<file path="config.mk">
export PLATFORM = sky130hd
export DESIGN_NAME = tdm_prbs_bit_error_tester
export DESIGN_NICKNAME = d
export VERILOG_FILES = /design/src/pkg/tbe_pkg.sv /design/src/rtl/tbe_prbs_lfsr.sv /design/src/rtl/tdm_prbs_bit_error_tester.sv
export VERILOG_INCLUDE_DIRS = /design/src /design/src/pkg
export SDC_FILE = /design/constraint.sdc
export NUM_CORES = 1
export LEC_CHECK = 0
export BUFFER_PORTS_ARGS = -buffer_cell sky130_fd_sc_hd__buf_4
export CAP_MARGIN = 20
export CORE_MARGIN = 3
export CORE_UTILIZATION = 64
export CTS_CLUSTER_DIAMETER = 120
export DETAILED_ROUTE_END_ITERATION = 10
export HOLD_SLACK_MARGIN = 0.02
export PLACE_DENSITY = 0.86
export SYNTH_ARGS = -nofsm -noshare
export SYNTH_HDL_FRONTEND = slang
export SYNTH_HIERARCHICAL = 1
export SYNTH_SLANG_ARGS = --single-unit
</file>
<file path="constraint.sdc">
create_clock -name I_CLK -period 12.05 [get_ports I_CLK]
set_input_delay 1.205 -clock I_CLK [delete_from_list [all_inputs] [get_ports I_CLK]]
set_output_delay 1.205 -clock I_CLK [all_outputs]
set_load 0.05 [all_outputs]
</file>
<file path="src/pkg/tbe_defs.svh">
// Register map, field positions, reset values and sequence constants of the bit error tester
// Functional notes
// - Separate testers for local and backplane ports
// - Every transmitter and receiver enabled independently
// - Sequence length selectable, 2^15-1 or 2^23-1
// - Stream, start channel, count place sequence
// - Receiver locks on seeing the seed value
// - After lock, each bit mismatch increments counter
// - Error counter saturates at all ones
// - Control register enables transmit, receive per port
// - Transmit start holds stream and first channel
// - Transmit length counts extra following channels
// - Receive start holds stream and first channel
// - Receive length counts extra following channels
// - Count register shows accumulated errors
// - Allocated channels carry sequence, ignoring source, message
// - Receive channel numbering ignores input delay
// - Unallocated channels undefined while transmitting
// - Word bit 15 source, bit 14 message
// - Low output enable bit tristates channel
`ifndef TBE_DEFS_SVH
`define TBE_DEFS_SVH

// ==========================================================
// Register word indices (byte address is four times these)
`define TBE_ADDR_W 4
`define TBE_IDX_CTRL 4'h0
`define TBE_IDX_PORT_BIT 3
`define TBE_FLD_TX_START 3'h1
`define TBE_FLD_TX_LEN 3'h2
`define TBE_FLD_RX_START 3'h3
`define TBE_FLD_RX_LEN 3'h4
`define TBE_FLD_ERR_CNT 3'h5

// ==========================================================
// Control register: four bits per port, local at 0, backplane at 4
`define TBE_CTRL_PORT_STRIDE 4
`define TBE_CTRL_TX_EN 0
`define TBE_CTRL_RX_EN 1
`define TBE_CTRL_LONG 2
`define TBE_CTRL_LOCK 3
`define TBE_CTRL_RESET 8'h00

// ==========================================================
// Start and length register fields
`define TBE_CH_LSB 0
`define TBE_CH_W 9
`define TBE_STREAM_LSB 16
`define TBE_STREAM_W 5
`define TBE_ALLOC_RESET 23'h00_0000

// ==========================================================
// Connection word bits
`define TBE_CM_SRC 15
`define TBE_CM_MSG 14
`define TBE_CM_OE 13

// ==========================================================
// Sequence generator
`define TBE_LONG_W 23
`define TBE_SHORT_W 15
`define TBE_SHORT_TAP_A 14
`define TBE_SHORT_TAP_B 13
`define TBE_LONG_TAP_A 22
`define TBE_LONG_TAP_B 17
`define TBE_ERR_W 16
`define TBE_ERR_MAX 16'hFFFF

`endif

</file>
<file path="src/pkg/tbe_pkg.sv">
// Types shared by the bit error tester modules
package tbe_pkg;
	typedef struct packed
	{
		logic [4:0] stream;
		logic [8:0] channel;
		logic [2:0] bit_idx;
	} tbe_slot_t;

	typedef struct packed
	{
		logic [4:0] stream;
		logic [8:0] channel;
		logic [8:0] length;
	} tbe_alloc_t;

	typedef enum logic
	{
		TBE_SEARCH,
		TBE_LOCKED
	} tbe_rx_state_t;
endpackage

</file>
<file path="src/rtl/tbe_prbs_lfsr.sv">
// Maximal-length sequence generator, short or long polynomial
`include "tbe_defs.svh"
module tbe_prbs_lfsr
(
	input wire logic i_clk,
	input wire logic i_resetn,
	input wire logic i_load,
	input wire logic i_step,
	input wire logic i_long,
	output logic o_bit
);
	import tbe_pkg::*;

	logic [`TBE_LONG_W-1:0] state_ff;
	logic [`TBE_LONG_W-1:0] nxt_state;
	wire short_fb = state_ff[`TBE_SHORT_TAP_A] ^ state_ff[`TBE_SHORT_TAP_B];
	wire long_fb = state_ff[`TBE_LONG_TAP_A] ^ state_ff[`TBE_LONG_TAP_B];

	// State always holds the last outputs, so an all-ones seed equals a run of ones on the line
	assign o_bit = i_long ? long_fb : short_fb;
	assign nxt_state = i_load ? {`TBE_LONG_W{1'b1}} :
		i_step ? {state_ff[`TBE_LONG_W-2:0], o_bit} : state_ff;

	always_ff @(posedge i_clk or negedge i_resetn)
	begin
		if (!i_resetn)
			state_ff <= {`TBE_LONG_W{1'b1}};
		else
			state_ff <= nxt_state;
	end
endmodule

</file>
<file path="src/rtl/tdm_prbs_bit_error_tester.sv">
// Per-port sequence transmitters and checkers with an Avalon-MM register slave
//
// Decided for this implementation: the register addresses and register access over Avalon-MM.
`include "tbe_defs.svh"
module tdm_prbs_bit_error_tester
(
	input wire logic I_CLK,
	input wire logic I_RESETN,
	// Avalon-MM slave, word addressed
	input wire logic [`TBE_ADDR_W-1:0] I_AVS_ADDRESS,
	input wire logic I_AVS_READ,
	input wire logic I_AVS_WRITE,
	input wire logic [31:0] I_AVS_WRITEDATA,
	output logic [31:0] O_AVS_READDATA,
	output logic O_AVS_WAITREQUEST,
	// Local port output slot
	input wire logic I_LOC_TX_STB,
	input wire tbe_pkg::tbe_slot_t I_LOC_TX_SLOT,
	input wire logic [15:0] I_LOC_CM_WORD,
	input wire logic I_LOC_LOC_SRC_BIT,
	input wire logic I_LOC_BP_SRC_BIT,
	output logic O_LOC_TX_BIT,
	output logic O_LOC_TX_OE,
	// Local port input slot
	input wire logic I_LOC_RX_STB,
	input wire tbe_pkg::tbe_slot_t I_LOC_RX_SLOT,
	input wire logic I_LOC_RX_BIT,
	// Backplane port output slot
	input wire logic I_BP_TX_STB,
	input wire tbe_pkg::tbe_slot_t I_BP_TX_SLOT,
	input wire logic [15:0] I_BP_CM_WORD,
	input wire logic I_BP_LOC_SRC_BIT,
	input wire logic I_BP_BP_SRC_BIT,
	output logic O_BP_TX_BIT,
	output logic O_BP_TX_OE,
	// Backplane port input slot
	input wire logic I_BP_RX_STB,
	input wire tbe_pkg::tbe_slot_t I_BP_RX_SLOT,
	input wire logic I_BP_RX_BIT
);
	import tbe_pkg::*;

	localparam int NPORT = 2;

	// ==========================================================
	// Allocation decode, shared by all four windows
	// End is one bit wider than a channel, so a long run never wraps back to channel zero
	function automatic logic in_window(input tbe_alloc_t a, input tbe_slot_t s);
		logic [9:0] last;
		last = {1'b0, a.channel} + {1'b0, a.length};
		in_window = (s.stream == a.stream) && (s.channel >= a.channel) && ({1'b0, s.channel} <= last);
	endfunction

	// ==========================================================
	// Port signals gathered into arrays, index 0 local, 1 backplane
	logic [NPORT-1:0] tx_stb;
	logic [NPORT-1:0] rx_stb;
	logic [NPORT-1:0] rx_bit;
	logic [NPORT-1:0] own_src;
	logic [NPORT-1:0] other_src;
	tbe_slot_t tx_slot [NPORT];
	tbe_slot_t rx_slot [NPORT];
	logic [15:0] cm_word [NPORT];

	assign tx_stb = {I_BP_TX_STB, I_LOC_TX_STB};
	assign rx_stb = {I_BP_RX_STB, I_LOC_RX_STB};
	assign rx_bit = {I_BP_RX_BIT, I_LOC_RX_BIT};
	// High source bit selects the port's own side on both ports
	assign own_src = {I_BP_BP_SRC_BIT, I_LOC_LOC_SRC_BIT};
	assign other_src = {I_BP_LOC_SRC_BIT, I_LOC_BP_SRC_BIT};
	assign tx_slot[0] = I_LOC_TX_SLOT;
	assign tx_slot[1] = I_BP_TX_SLOT;
	assign rx_slot[0] = I_LOC_RX_SLOT;
	assign rx_slot[1] = I_BP_RX_SLOT;
	assign cm_word[0] = I_LOC_CM_WORD;
	assign cm_word[1] = I_BP_CM_WORD;

	// ==========================================================
	// Bus slave: one wait cycle, write commits when waitrequest is low
	logic waitrequest_ff;
	logic [31:0] readdata_ff;
	logic [31:0] rd_value;
	wire bus_req = I_AVS_READ | I_AVS_WRITE;
	wire wr_commit = I_AVS_WRITE & ~waitrequest_ff;
	wire rd_capture = I_AVS_READ & waitrequest_ff;
	wire addr_port = I_AVS_ADDRESS[`TBE_IDX_PORT_BIT];
	wire [2:0] addr_fld = I_AVS_ADDRESS[2:0];
	wire ctrl_sel = (I_AVS_ADDRESS == `TBE_IDX_CTRL);
	wire nxt_waitrequest = ~(bus_req & waitrequest_ff);

	// Read data is taken on the wait cycle, so it already stands when waitrequest drops
	always_ff @(posedge I_CLK or negedge I_RESETN)
	begin
		if (!I_RESETN)
		begin
			waitrequest_ff <= 1'b1;
			readdata_ff <= 32'h0000_0000;
		end
		else
		begin
			waitrequest_ff <= nxt_waitrequest;
			if (rd_capture)
				readdata_ff <= rd_value;
		end
	end

	assign O_AVS_WAITREQUEST = waitrequest_ff;
	assign O_AVS_READDATA = readdata_ff;

	// ==========================================================
	// Per-port control, allocation and engine state
	logic [NPORT-1:0] tx_en_ff;
	logic [NPORT-1:0] rx_en_ff;
	logic [NPORT-1:0] rx_en_d_ff;
	logic [NPORT-1:0] long_ff;
	logic [NPORT-1:0] locked;
	logic [7:0] ctrl_word;
	logic [31:0] port_rd [NPORT];
	logic [`TBE_ERR_W-1:0] err_cnt_ff [NPORT];
	tbe_alloc_t tx_alloc_ff [NPORT];
	tbe_alloc_t rx_alloc_ff [NPORT];

	// One copy per port; both share the bus decode above
	genvar p;
	generate
		for (p = 0; p < NPORT; p++)
		begin : g_port
			// ------------------------------------------------
			// Register writes for this port
			wire port_wr = wr_commit & (addr_port == 1'(p));
			wire ctrl_wr = wr_commit & ctrl_sel;
			localparam int CB = p * `TBE_CTRL_PORT_STRIDE;
			wire [4:0] wd_stream = I_AVS_WRITEDATA[`TBE_STREAM_LSB +: `TBE_STREAM_W];
			wire [8:0] wd_ch = I_AVS_WRITEDATA[`TBE_CH_LSB +: `TBE_CH_W];
			wire [3:0] wd_ctrl = I_AVS_WRITEDATA[CB +: `TBE_CTRL_PORT_STRIDE];
			// Unmapped words and the read-only count match no select, so their writes are dropped
			wire wr_tx_start = port_wr & (addr_fld == `TBE_FLD_TX_START);
			wire wr_tx_len = port_wr & (addr_fld == `TBE_FLD_TX_LEN);
			wire wr_rx_start = port_wr & (addr_fld == `TBE_FLD_RX_START);
			wire wr_rx_len = port_wr & (addr_fld == `TBE_FLD_RX_LEN);

			always_ff @(posedge I_CLK or negedge I_RESETN)
			begin
				if (!I_RESETN)
				begin
					tx_en_ff[p] <= 1'b0;
					rx_en_ff[p] <= 1'b0;
					long_ff[p] <= 1'b0;
					rx_en_d_ff[p] <= 1'b0;
					tx_alloc_ff[p] <= `TBE_ALLOC_RESET;
					rx_alloc_ff[p] <= `TBE_ALLOC_RESET;
				end
				else
				begin
					rx_en_d_ff[p] <= rx_en_ff[p];
					if (ctrl_wr)
					begin
						tx_en_ff[p] <= wd_ctrl[`TBE_CTRL_TX_EN];
						rx_en_ff[p] <= wd_ctrl[`TBE_CTRL_RX_EN];
						long_ff[p] <= wd_ctrl[`TBE_CTRL_LONG];
					end
					if (wr_tx_start)
					begin
						tx_alloc_ff[p].stream <= wd_stream;
						tx_alloc_ff[p].channel <= wd_ch;
					end
					if (wr_tx_len)
						tx_alloc_ff[p].length <= wd_ch;
					if (wr_rx_start)
					begin
						rx_alloc_ff[p].stream <= wd_stream;
						rx_alloc_ff[p].channel <= wd_ch;
					end
					if (wr_rx_len)
						rx_alloc_ff[p].length <= wd_ch;
				end
			end

			// ------------------------------------------------
			// Transmitter
			logic tx_bit_ff;
			logic tx_oe_ff;
			logic prbs_tx_bit;
			wire tx_hit = tx_en_ff[p] & in_window(tx_alloc_ff[p], tx_slot[p]);
			wire tx_step = tx_hit & tx_stb[p];
			// Message byte goes out most significant bit first
			wire [2:0] msg_idx = 3'h7 - tx_slot[p].bit_idx;
			wire msg_bit = cm_word[p][msg_idx];
			wire switched_bit = cm_word[p][`TBE_CM_SRC] ? own_src[p] : other_src[p];
			wire normal_bit = cm_word[p][`TBE_CM_MSG] ? msg_bit : switched_bit;
			// Filler on unallocated channels is a constant high; the side cannot switch meanwhile
			wire nxt_tx_bit = tx_hit ? prbs_tx_bit : (tx_en_ff[p] ? 1'b1 : normal_bit);
			// Enable bit still gates the pin, so allocated channels need it set high
			wire nxt_tx_oe = cm_word[p][`TBE_CM_OE];

			// Generator reseeds while sending is off, so every enable starts from the seed
			tbe_prbs_lfsr u_tx_gen
			(
				.i_clk(I_CLK),
				.i_resetn(I_RESETN),
				.i_load(~tx_en_ff[p]),
				.i_step(tx_step),
				.i_long(long_ff[p]),
				.o_bit(prbs_tx_bit)
			);

			always_ff @(posedge I_CLK or negedge I_RESETN)
			begin
				if (!I_RESETN)
				begin
					tx_bit_ff <= 1'b1;
					tx_oe_ff <= 1'b0;
				end
				else if (tx_stb[p])
				begin
					tx_bit_ff <= nxt_tx_bit;
					tx_oe_ff <= nxt_tx_oe;
				end
			end

			// ------------------------------------------------
			// Receiver: raw input channel count, no input delay compensation
			tbe_rx_state_t state_ff;
			tbe_rx_state_t nxt_state;
			logic [`TBE_LONG_W-1:0] hist_ff;
			logic [`TBE_ERR_W-1:0] nxt_err;
			logic exp_bit;
			wire rx_hit = rx_en_ff[p] & rx_stb[p] & in_window(rx_alloc_ff[p], rx_slot[p]);
			wire rx_restart = rx_en_ff[p] & ~rx_en_d_ff[p];
			wire rx_idle = ~rx_en_ff[p];
			wire [`TBE_LONG_W-1:0] nxt_hist = {hist_ff[`TBE_LONG_W-2:0], rx_bit[p]};
			wire seed_seen = long_ff[p] ? (&nxt_hist) : (&nxt_hist[`TBE_SHORT_W-1:0]);
			wire lock_evt = rx_hit & (state_ff == TBE_SEARCH) & seed_seen;
			wire check = rx_hit & (state_ff == TBE_LOCKED);
			wire mismatch = check & (rx_bit[p] != exp_bit);
			wire at_max = (err_cnt_ff[p] == `TBE_ERR_MAX);
			// Count sticks at all ones, so software sees a full count rather than a wrapped one
			wire err_step = mismatch & ~at_max;

			assign nxt_err = rx_restart ? '0 :
				err_step ? err_cnt_ff[p] + 16'h0001 : err_cnt_ff[p];
			// Switching checking off keeps the count for software but drops lock
			assign nxt_state = (rx_restart || rx_idle) ? TBE_SEARCH :
				lock_evt ? TBE_LOCKED : state_ff;
			assign locked[p] = (state_ff == TBE_LOCKED);

			// Reference reloads the seed at lock, matching a sender that starts from the seed
			tbe_prbs_lfsr u_rx_ref
			(
				.i_clk(I_CLK),
				.i_resetn(I_RESETN),
				.i_load(lock_evt),
				.i_step(check),
				.i_long(long_ff[p]),
				.o_bit(exp_bit)
			);

			always_ff @(posedge I_CLK or negedge I_RESETN)
			begin
				if (!I_RESETN)
				begin
					state_ff <= TBE_SEARCH;
					hist_ff <= '0;
					err_cnt_ff[p] <= '0;
				end
				else
				begin
					state_ff <= nxt_state;
					err_cnt_ff[p] <= nxt_err;
					// History is already empty on the enabling edge, so the bit of that edge starts the search
					if (rx_idle)
						hist_ff <= '0;
					else if (rx_hit)
						hist_ff <= nxt_hist;
				end
			end

			// ------------------------------------------------
			// Readback of this port's registers
			// Lock reads back the live state; a write to it is dropped
			assign ctrl_word[CB +: `TBE_CTRL_PORT_STRIDE] = {locked[p], long_ff[p], rx_en_ff[p], tx_en_ff[p]};
			assign port_rd[p] =
				(addr_fld == `TBE_FLD_TX_START) ? {11'h000, tx_alloc_ff[p].stream, 7'h00, tx_alloc_ff[p].channel} :
				(addr_fld == `TBE_FLD_TX_LEN) ? {23'h00_0000, tx_alloc_ff[p].length} :
				(addr_fld == `TBE_FLD_RX_START) ? {11'h000, rx_alloc_ff[p].stream, 7'h00, rx_alloc_ff[p].channel} :
				(addr_fld == `TBE_FLD_RX_LEN) ? {23'h00_0000, rx_alloc_ff[p].length} :
				(addr_fld == `TBE_FLD_ERR_CNT) ? {16'h0000, err_cnt_ff[p]} : 32'h0000_0000;

			if (p == 0)
			begin : g_loc_out
				assign O_LOC_TX_BIT = tx_bit_ff;
				assign O_LOC_TX_OE = tx_oe_ff;
			end
			else
			begin : g_bp_out
				assign O_BP_TX_BIT = tx_bit_ff;
				assign O_BP_TX_OE = tx_oe_ff;
			end
		end
	endgenerate

	// ==========================================================
	// Read selection; unmapped words read zero
	assign rd_value = ctrl_sel ? {24'h00_0000, ctrl_word} : port_rd[addr_port];
endmodule

</file>
* Word-level counts from Yosys, hierarchy flattened
Cells that the tools add are included.
Storage, ports and cells: flip-flop bits (word level) 307, input port bits 150, logic and storage cells 200
Operators by class: mux-type cells 52, reduce and logical (&&, ||, !) cells 21, bitwise gates (word level) 55, add/subtract/negate cells 8, equality and inequality tests 17, magnitude comparators 11
Operators by type and width (count):
- $mux W23 | 8
- $mux W21 | 7
- $mux W16 | 8
- $mux W32 | 3
- $mux W22 | 4
- $reduce_and A23 Y1 | 2
- $add A9 B9 Y10 | 4
- $le A9 B10 Y1 | 4
- $ge A9 B9 Y1 | 4
- $and A1 B1 Y1 | 34
- $add A16 B1 Y16 const B | 2
- $eq A16 B16 Y1 const B | 2
- $reduce_and A15 Y1 | 2
- $eq A5 B5 Y1 | 4
- $mux W1 | 20
- $reduce_bool A2 Y1 | 6
- $not A1 Y1 | 11
- $lt A3 B5 Y1 const B | 2
- $logic_and A1 B1 Y1 | 8
- $ne A2 B1 Y1 const B | 4
- $xor A1 B1 Y1 | 8
- $bmux W1 S3 | 2
- $eq A3 B2 Y1 const B | 2
- $eq A3 B3 Y1 const B | 2
- other kinds (8) | 11

* Longest topological paths before layout
depth after elaboration 10, mapped depth 21, gate-level depth less buffers 20

* By module
Netlist, hierarchy kept.
By module, submodules not included:
- tdm_prbs_bit_error_tester | area each 12953.7 sq um, cells each 1336, instances 1
- tbe_prbs_lfsr | area each 1051.0 sq um, cells each 82, instances 4

* Least setup slack after synthesis
No wires, ideal clock.
path kind register to register, start point reg tx_alloc_ff[24] (netlist bit), end point reg g_port[0].u_tx_gen.state_ff[10], stages on the path, launching flop included 18, library setup time 82 ps, data required time 11968 ps, data arrival time 3859 ps, buffers on the path 1, slack 8109 ps, cell sequence dfrtp_1 > ha_1 > a21o_1 > a21oi_1 > nor2b_1 > o21ai_0 > a21oi_1 > xnor2_1 > ha_1 > a22o_1 > nor4_1 > o221ai_1 > o2111a_1 > o21a_1 > nor4_1 > buf_4 > nor2b_1 > a211o_1
Between the ends: cells in the longest elaborated chain, start to end 6
Ends and longest elaborated chain:
- from (decl) | RTL line tdm_prbs_bit_error_tester.sv:120 | tbe_alloc_t tx_alloc_ff [NPORT];
- from (signal, indexed assignment) | RTL line tdm_prbs_bit_error_tester.sv:150 | tx_alloc_ff[p] <= `TBE_ALLOC_RESET;
- $add A9 B9 Y10 | RTL line tdm_prbs_bit_error_tester.sv:50 | last = {1'b0, a.channel} + {1'b0, a.length};
- $le A9 B10 Y1 | RTL line tdm_prbs_bit_error_tester.sv:51 | in_window = (s.stream == a.stream) && (s.channel >= a.channel) && ({1'b0, s.channel} <= last);
- $logic_and A1 B1 Y1 | RTL line tdm_prbs_bit_error_tester.sv:51
- $and A1 B1 Y1 | RTL line tdm_prbs_bit_error_tester.sv:184 | wire tx_hit = tx_en_ff[p] & in_window(tx_alloc_ff[p], tx_slot[p]);
- $and A1 B1 Y1 | RTL line tdm_prbs_bit_error_tester.sv:185 | wire tx_step = tx_hit & tx_stb[p];
- net g_port[0].tx_step | RTL line tdm_prbs_bit_error_tester.sv:185
- $ne A2 B1 Y1 (no line)
- to (signal assigned) | RTL line tbe_prbs_lfsr.sv:27 | state_ff <= {`TBE_LONG_W{1'b1}};
- to (signal assigned) | RTL line tbe_prbs_lfsr.sv:29 | state_ff <= nxt_state;
- to (decl) | RTL line tbe_prbs_lfsr.sv:14 | logic [`TBE_LONG_W-1:0] state_ff;
The timed path passes the listed nets, and every way through them passes these cells. A chain may end at the register's enable or synchronous reset.

* Final worst setup path
start point reg rx_alloc_ff[32] (netlist bit), end point reg g_port[0].u_rx_ref.state_ff[2]
Between the ends: elaborated cells on any way between the ends 11, classes of those cells add/sub (1); order compare (2); mux (1); bitwise (4); reduce/logical (3)
RTL lines:
- from (decl) | RTL line tdm_prbs_bit_error_tester.sv:121 | tbe_alloc_t rx_alloc_ff [NPORT];
- from (signal, indexed assignment) | RTL line tdm_prbs_bit_error_tester.sv:151 | rx_alloc_ff[p] <= `TBE_ALLOC_RESET;
- $add A9 B9 Y10 / $ge A9 B9 Y1 (equally long branches) | RTL line tdm_prbs_bit_error_tester.sv:50, tdm_prbs_bit_error_tester.sv:51
- $le A9 B10 Y1 / $logic_and A1 B1 Y1 (equally long branches) | RTL line tdm_prbs_bit_error_tester.sv:51
- $logic_and A1 B1 Y1 (*) | RTL line tdm_prbs_bit_error_tester.sv:51
- $and A1 B1 Y1 (*) | RTL line tdm_prbs_bit_error_tester.sv:228 | wire rx_hit = rx_en_ff[p] & rx_stb[p] & in_window(rx_alloc_ff[p], rx_slot[p]);
- $and A1 B1 Y1 (*) | RTL line tdm_prbs_bit_error_tester.sv:234 | wire check = rx_hit & (state_ff == TBE_LOCKED);
- net g_port[0].check | RTL line tdm_prbs_bit_error_tester.sv:234
- $reduce_bool A2 Y1 (no line) (*)
- to (signal assigned) | RTL line tbe_prbs_lfsr.sv:27
- to (signal assigned) | RTL line tbe_prbs_lfsr.sv:29
- to (decl) | RTL line tbe_prbs_lfsr.sv:14
Mark *: on every way through the listed nets, which the timed path passes. The rest lies on a longest branch.

==> impl_results.md <==
- Max incr delay on CP: about 600 ps
- Area Growth Syn to Fin: 12.83%
- DRT iter0 DRCs: around 1100
- Worst path depth: 18
- Remaining DRCs: 0
- Initial core utilization: 0.6547
- Skew final: between 15 and 20 ps
- CP Max Fanout: 48
- First-pass DRT Iterations: 6
- CTS tree: built
- Drt total wl: just over 40 mm
- Final Setup Violations: 0
- Worst Path Required: around 13000 ps
- Initial antenna violation count: 1
- Commonest non-fill, non-tap cell in the layout: dfrtp_1
- Clock Tree Root: clkbuf_16
- Clk_lat worst skew: about 570 ps
- Share of cells above drive strength 1: 0.2333
- Achievable frequency: 215.4 MHz
- CTS Buffer Depth: 3
- Crit Path Category: reg2reg
- Number of cells on the worst hold path: 2
- Minimum clock period: 4643 ps
- N_diodes: 0
- Ys Warns: 6
- Synth top area cells: dfrtp_1, dfstp_2, ha_1, mux2_2, a211o_1
- Synth unique cells: 76
- Die Y: roughly 170 um
- Hold-fix buffers, CTS: 0
- Slack of the critical path: ~7400 ps
- Crit path DAT: 5120 ps
- Port-buffer cells: about 140
- Total CTS buffers: 31
- CP endpoint kind: flip-flop
- Slew Limit Fails: 0
- Ys flop type: dfrtp_1
- Actual slew at the worst max-slew pin: 1077 ps
- Worst vdd ir: about 0.00014 V
- Final-report hold violation count: 0
- Dpl ws: around 7500 ps
- Die width: between 150 and 200 um
- Buffers and inverters on the worst path: 2
- Static Leakage: slightly below 9 nW
- # nets final: around 2000
- Gr ovfl total: 0
- H-tree Lvls: 1
- Outcome: finished, final reports clean
- FP Rows: 59
- Most frequent cells in the layout: dfrtp_1, nand2_1, buf_4, o21ai_0, ha_1
- Register Area: 7526 um^2
- Delay-heaviest family, CP: simple AND/OR/NAND/NOR gates
- # fillers: about 1800
- First-pass GRT wire length: between 60 and 70 mm
- Final worst path period share: 0.3853
- Post-synthesis cell count: 1664
- Max cap viols: 0
- Worst R2R Path Depth: 18
- CTS sink cnt: 296
- Rel. slew slack: 0.2803
- # IOs: 187
- CP max-delay cell: and4b_4
- Power per cell area: ~160 nW/um^2
- HP Class: reg2reg
- DR vias: roughly 13000
- Resize count post-CTS: 0
- RSZ-0062 raised after global routing: false
- Vias/cell: 6.193
- Post-route ant nets: 0
- Area of the multi-input gates: around 8900 um^2
- Synthesized area: between 15000 and 20000 um^2
- DP Wirelength: around 29 mm
- Syn Area/Cell: 10.31 um^2
- Number of flops mapped to enable cells by yosys: 0
- WHS: ~490 ps
- Worst path cell trace: ha_1 -> inv_1 -> fa_1 -> nor2b_1 -> o21ai_0 -> a21oi_1 -> o21ai_0 -> a21oi_1 -> xnor2_1 -> ha_1 -> and3_1 -> o31a_1 -> o211ai_4 -> and4b_4 -> and2_1 -> buf_4 -> and2b_1 -> a211o_1
- Largest net degree at the start of global routing: roughly 190
- GRT Total Usage: 0.2792
- Core area: approximately 26000 um^2
- Clk slew on worst S/H paths: 60 ps
- Total Die Area: roughly 29000 um^2
- # Post-CTS Setup Buffers: 0
- Sequential-to-total area share from yosys stat: 0.4386
- Startpoint types: flip-flop
- Largest area contributor in the netlist: dfrtp_1
- #FFs+latches synth: ~300
- Async SR Flop Fraction: 1.000
- Setup TNS: 0 ps
- Post-synth top area share: 0.2932
- Avg WL per Cell: ~19 um
- Vias in the first global route: ~13000
- GPL Wtd Cong: between 0.9 and 1
[final timing paths]
| kind | end | slack [ps] | from |
|---|---|---|---|
| worst max-delay path | g_port[0].u_rx_ref/state_ff[2] | 7410 | rx_alloc_ff[32] |
| worst min-delay path | O_AVS_READDATA[18] | 490 | O_AVS_READDATA[18] |
| worst max register to register | g_port[0].u_rx_ref/state_ff[2] | 7410 | rx_alloc_ff[32] |
| worst min register to register | O_AVS_READDATA[18] | 490 | O_AVS_READDATA[18] |
| max in group asynchronous | g_port[1].hist_ff[8] | 9870 | I_RESETN |
| min in group asynchronous | rx_alloc_ff[32] | 710 | I_RESETN |
[report_power, final]
group | internal [mW] | switching, mW
Sequential | 1.08 | 0.108
Combinational | 0.392 | 0.494
Clock | 0.621 | 0.397
[cell families after synthesis]
| kind of cell | after synthesis | synth area share |
|---|---|---|
| simple gates | 484 | 0.1469 |
| buf+inv | 165 | 0.04689 |
| flops | 296 | 0.4386 |
| xor+xnor | 60 | 0.03063 |
| compound gates | 413 | 0.1620 |
| mux | 131 | 0.08984 |
| fa+ha+maj | 114 | 0.08488 |
| other cells | 1 | 0.0002186 |
[worst register-to-register path, cell delays in order (launching register included)]
cell and delay, ps:
dfrtp_1 460, ha_1 250, inv_1 70, fa_1 400, nor2b_1 130, o21ai_0 110, a21oi_1 190, o21ai_0 130
a21oi_1 180, xnor2_1 150, ha_1 260, and3_1 180, o31a_1 130, o211ai_4 270, and4b_4 590, and2_1 200
buf_4 350, and2b_1 240, a211o_1 280
[area by class of cell]
type,instances,area share
clock buffers,43,0.04770
inverters,77,0.01493
multi-input cells,1213,0.4586
flip-flops and latches,296,0.3888
well taps,335,0.02165
repair buffers,148,0.05843
clock inverters,15,0.009953
[routing by layer]
layer | GRT usage | up-vias | routed length, um
li1 | - | 6188 | -
met1 | 0.3837 | 6435 | 17140
met2 | 0.4591 | 464 | 19200
met3 | 0.05125 | 83 | 2783
met4 | 0.07824 | 2 | 1202
met5 | 0 | - | 7
[synthesized netlist by cell type, drive strengths merged, types with 25 or more instances]
cell,number
nand4,31
clkbuf,37
xnor2,34
inv,77
o21ai,125
mux2i,37
dfrtp,201
a21oi,93
mux2,84
a211o,90
nand3,26
dfstp,95
buf,51
ha,110
xor2,26
nand2,180
nor2b,73
and2b,25
nor2,50
[per-stage QoR]
step                      cell area (um^2)  instances  utilization  total power, mW
after floorplan                      17200       1674            -            1.806
after global placement               18240       2069       0.6961            2.028
after detailed placement             18240       2069       0.6961            2.070
after CTS                            19360       2127       0.7387            3.101
after global routing                 19360       2127       0.7387            3.261
final                                19360       2127       0.7387            3.095
[registers in the layout, summed over array words and instances, names as in the netlist, 2 cells and up]
| signal | count |
|---|---|
| g_port.hist_ff | 44 |
| O_AVS_READDATA | 21 |
| g_port.u_rx_ref/state_ff | 46 |
| g_port.state_ff | 2 |
| rx_alloc_ff | 46 |
| ctrl_word | 6 |
| rx_en_d_ff | 2 |
| err_cnt_ff | 32 |
| g_port.u_tx_gen/state_ff | 46 |
| tx_alloc_ff | 46 |
No activity file was read; power rests on OpenSTA's default activity.
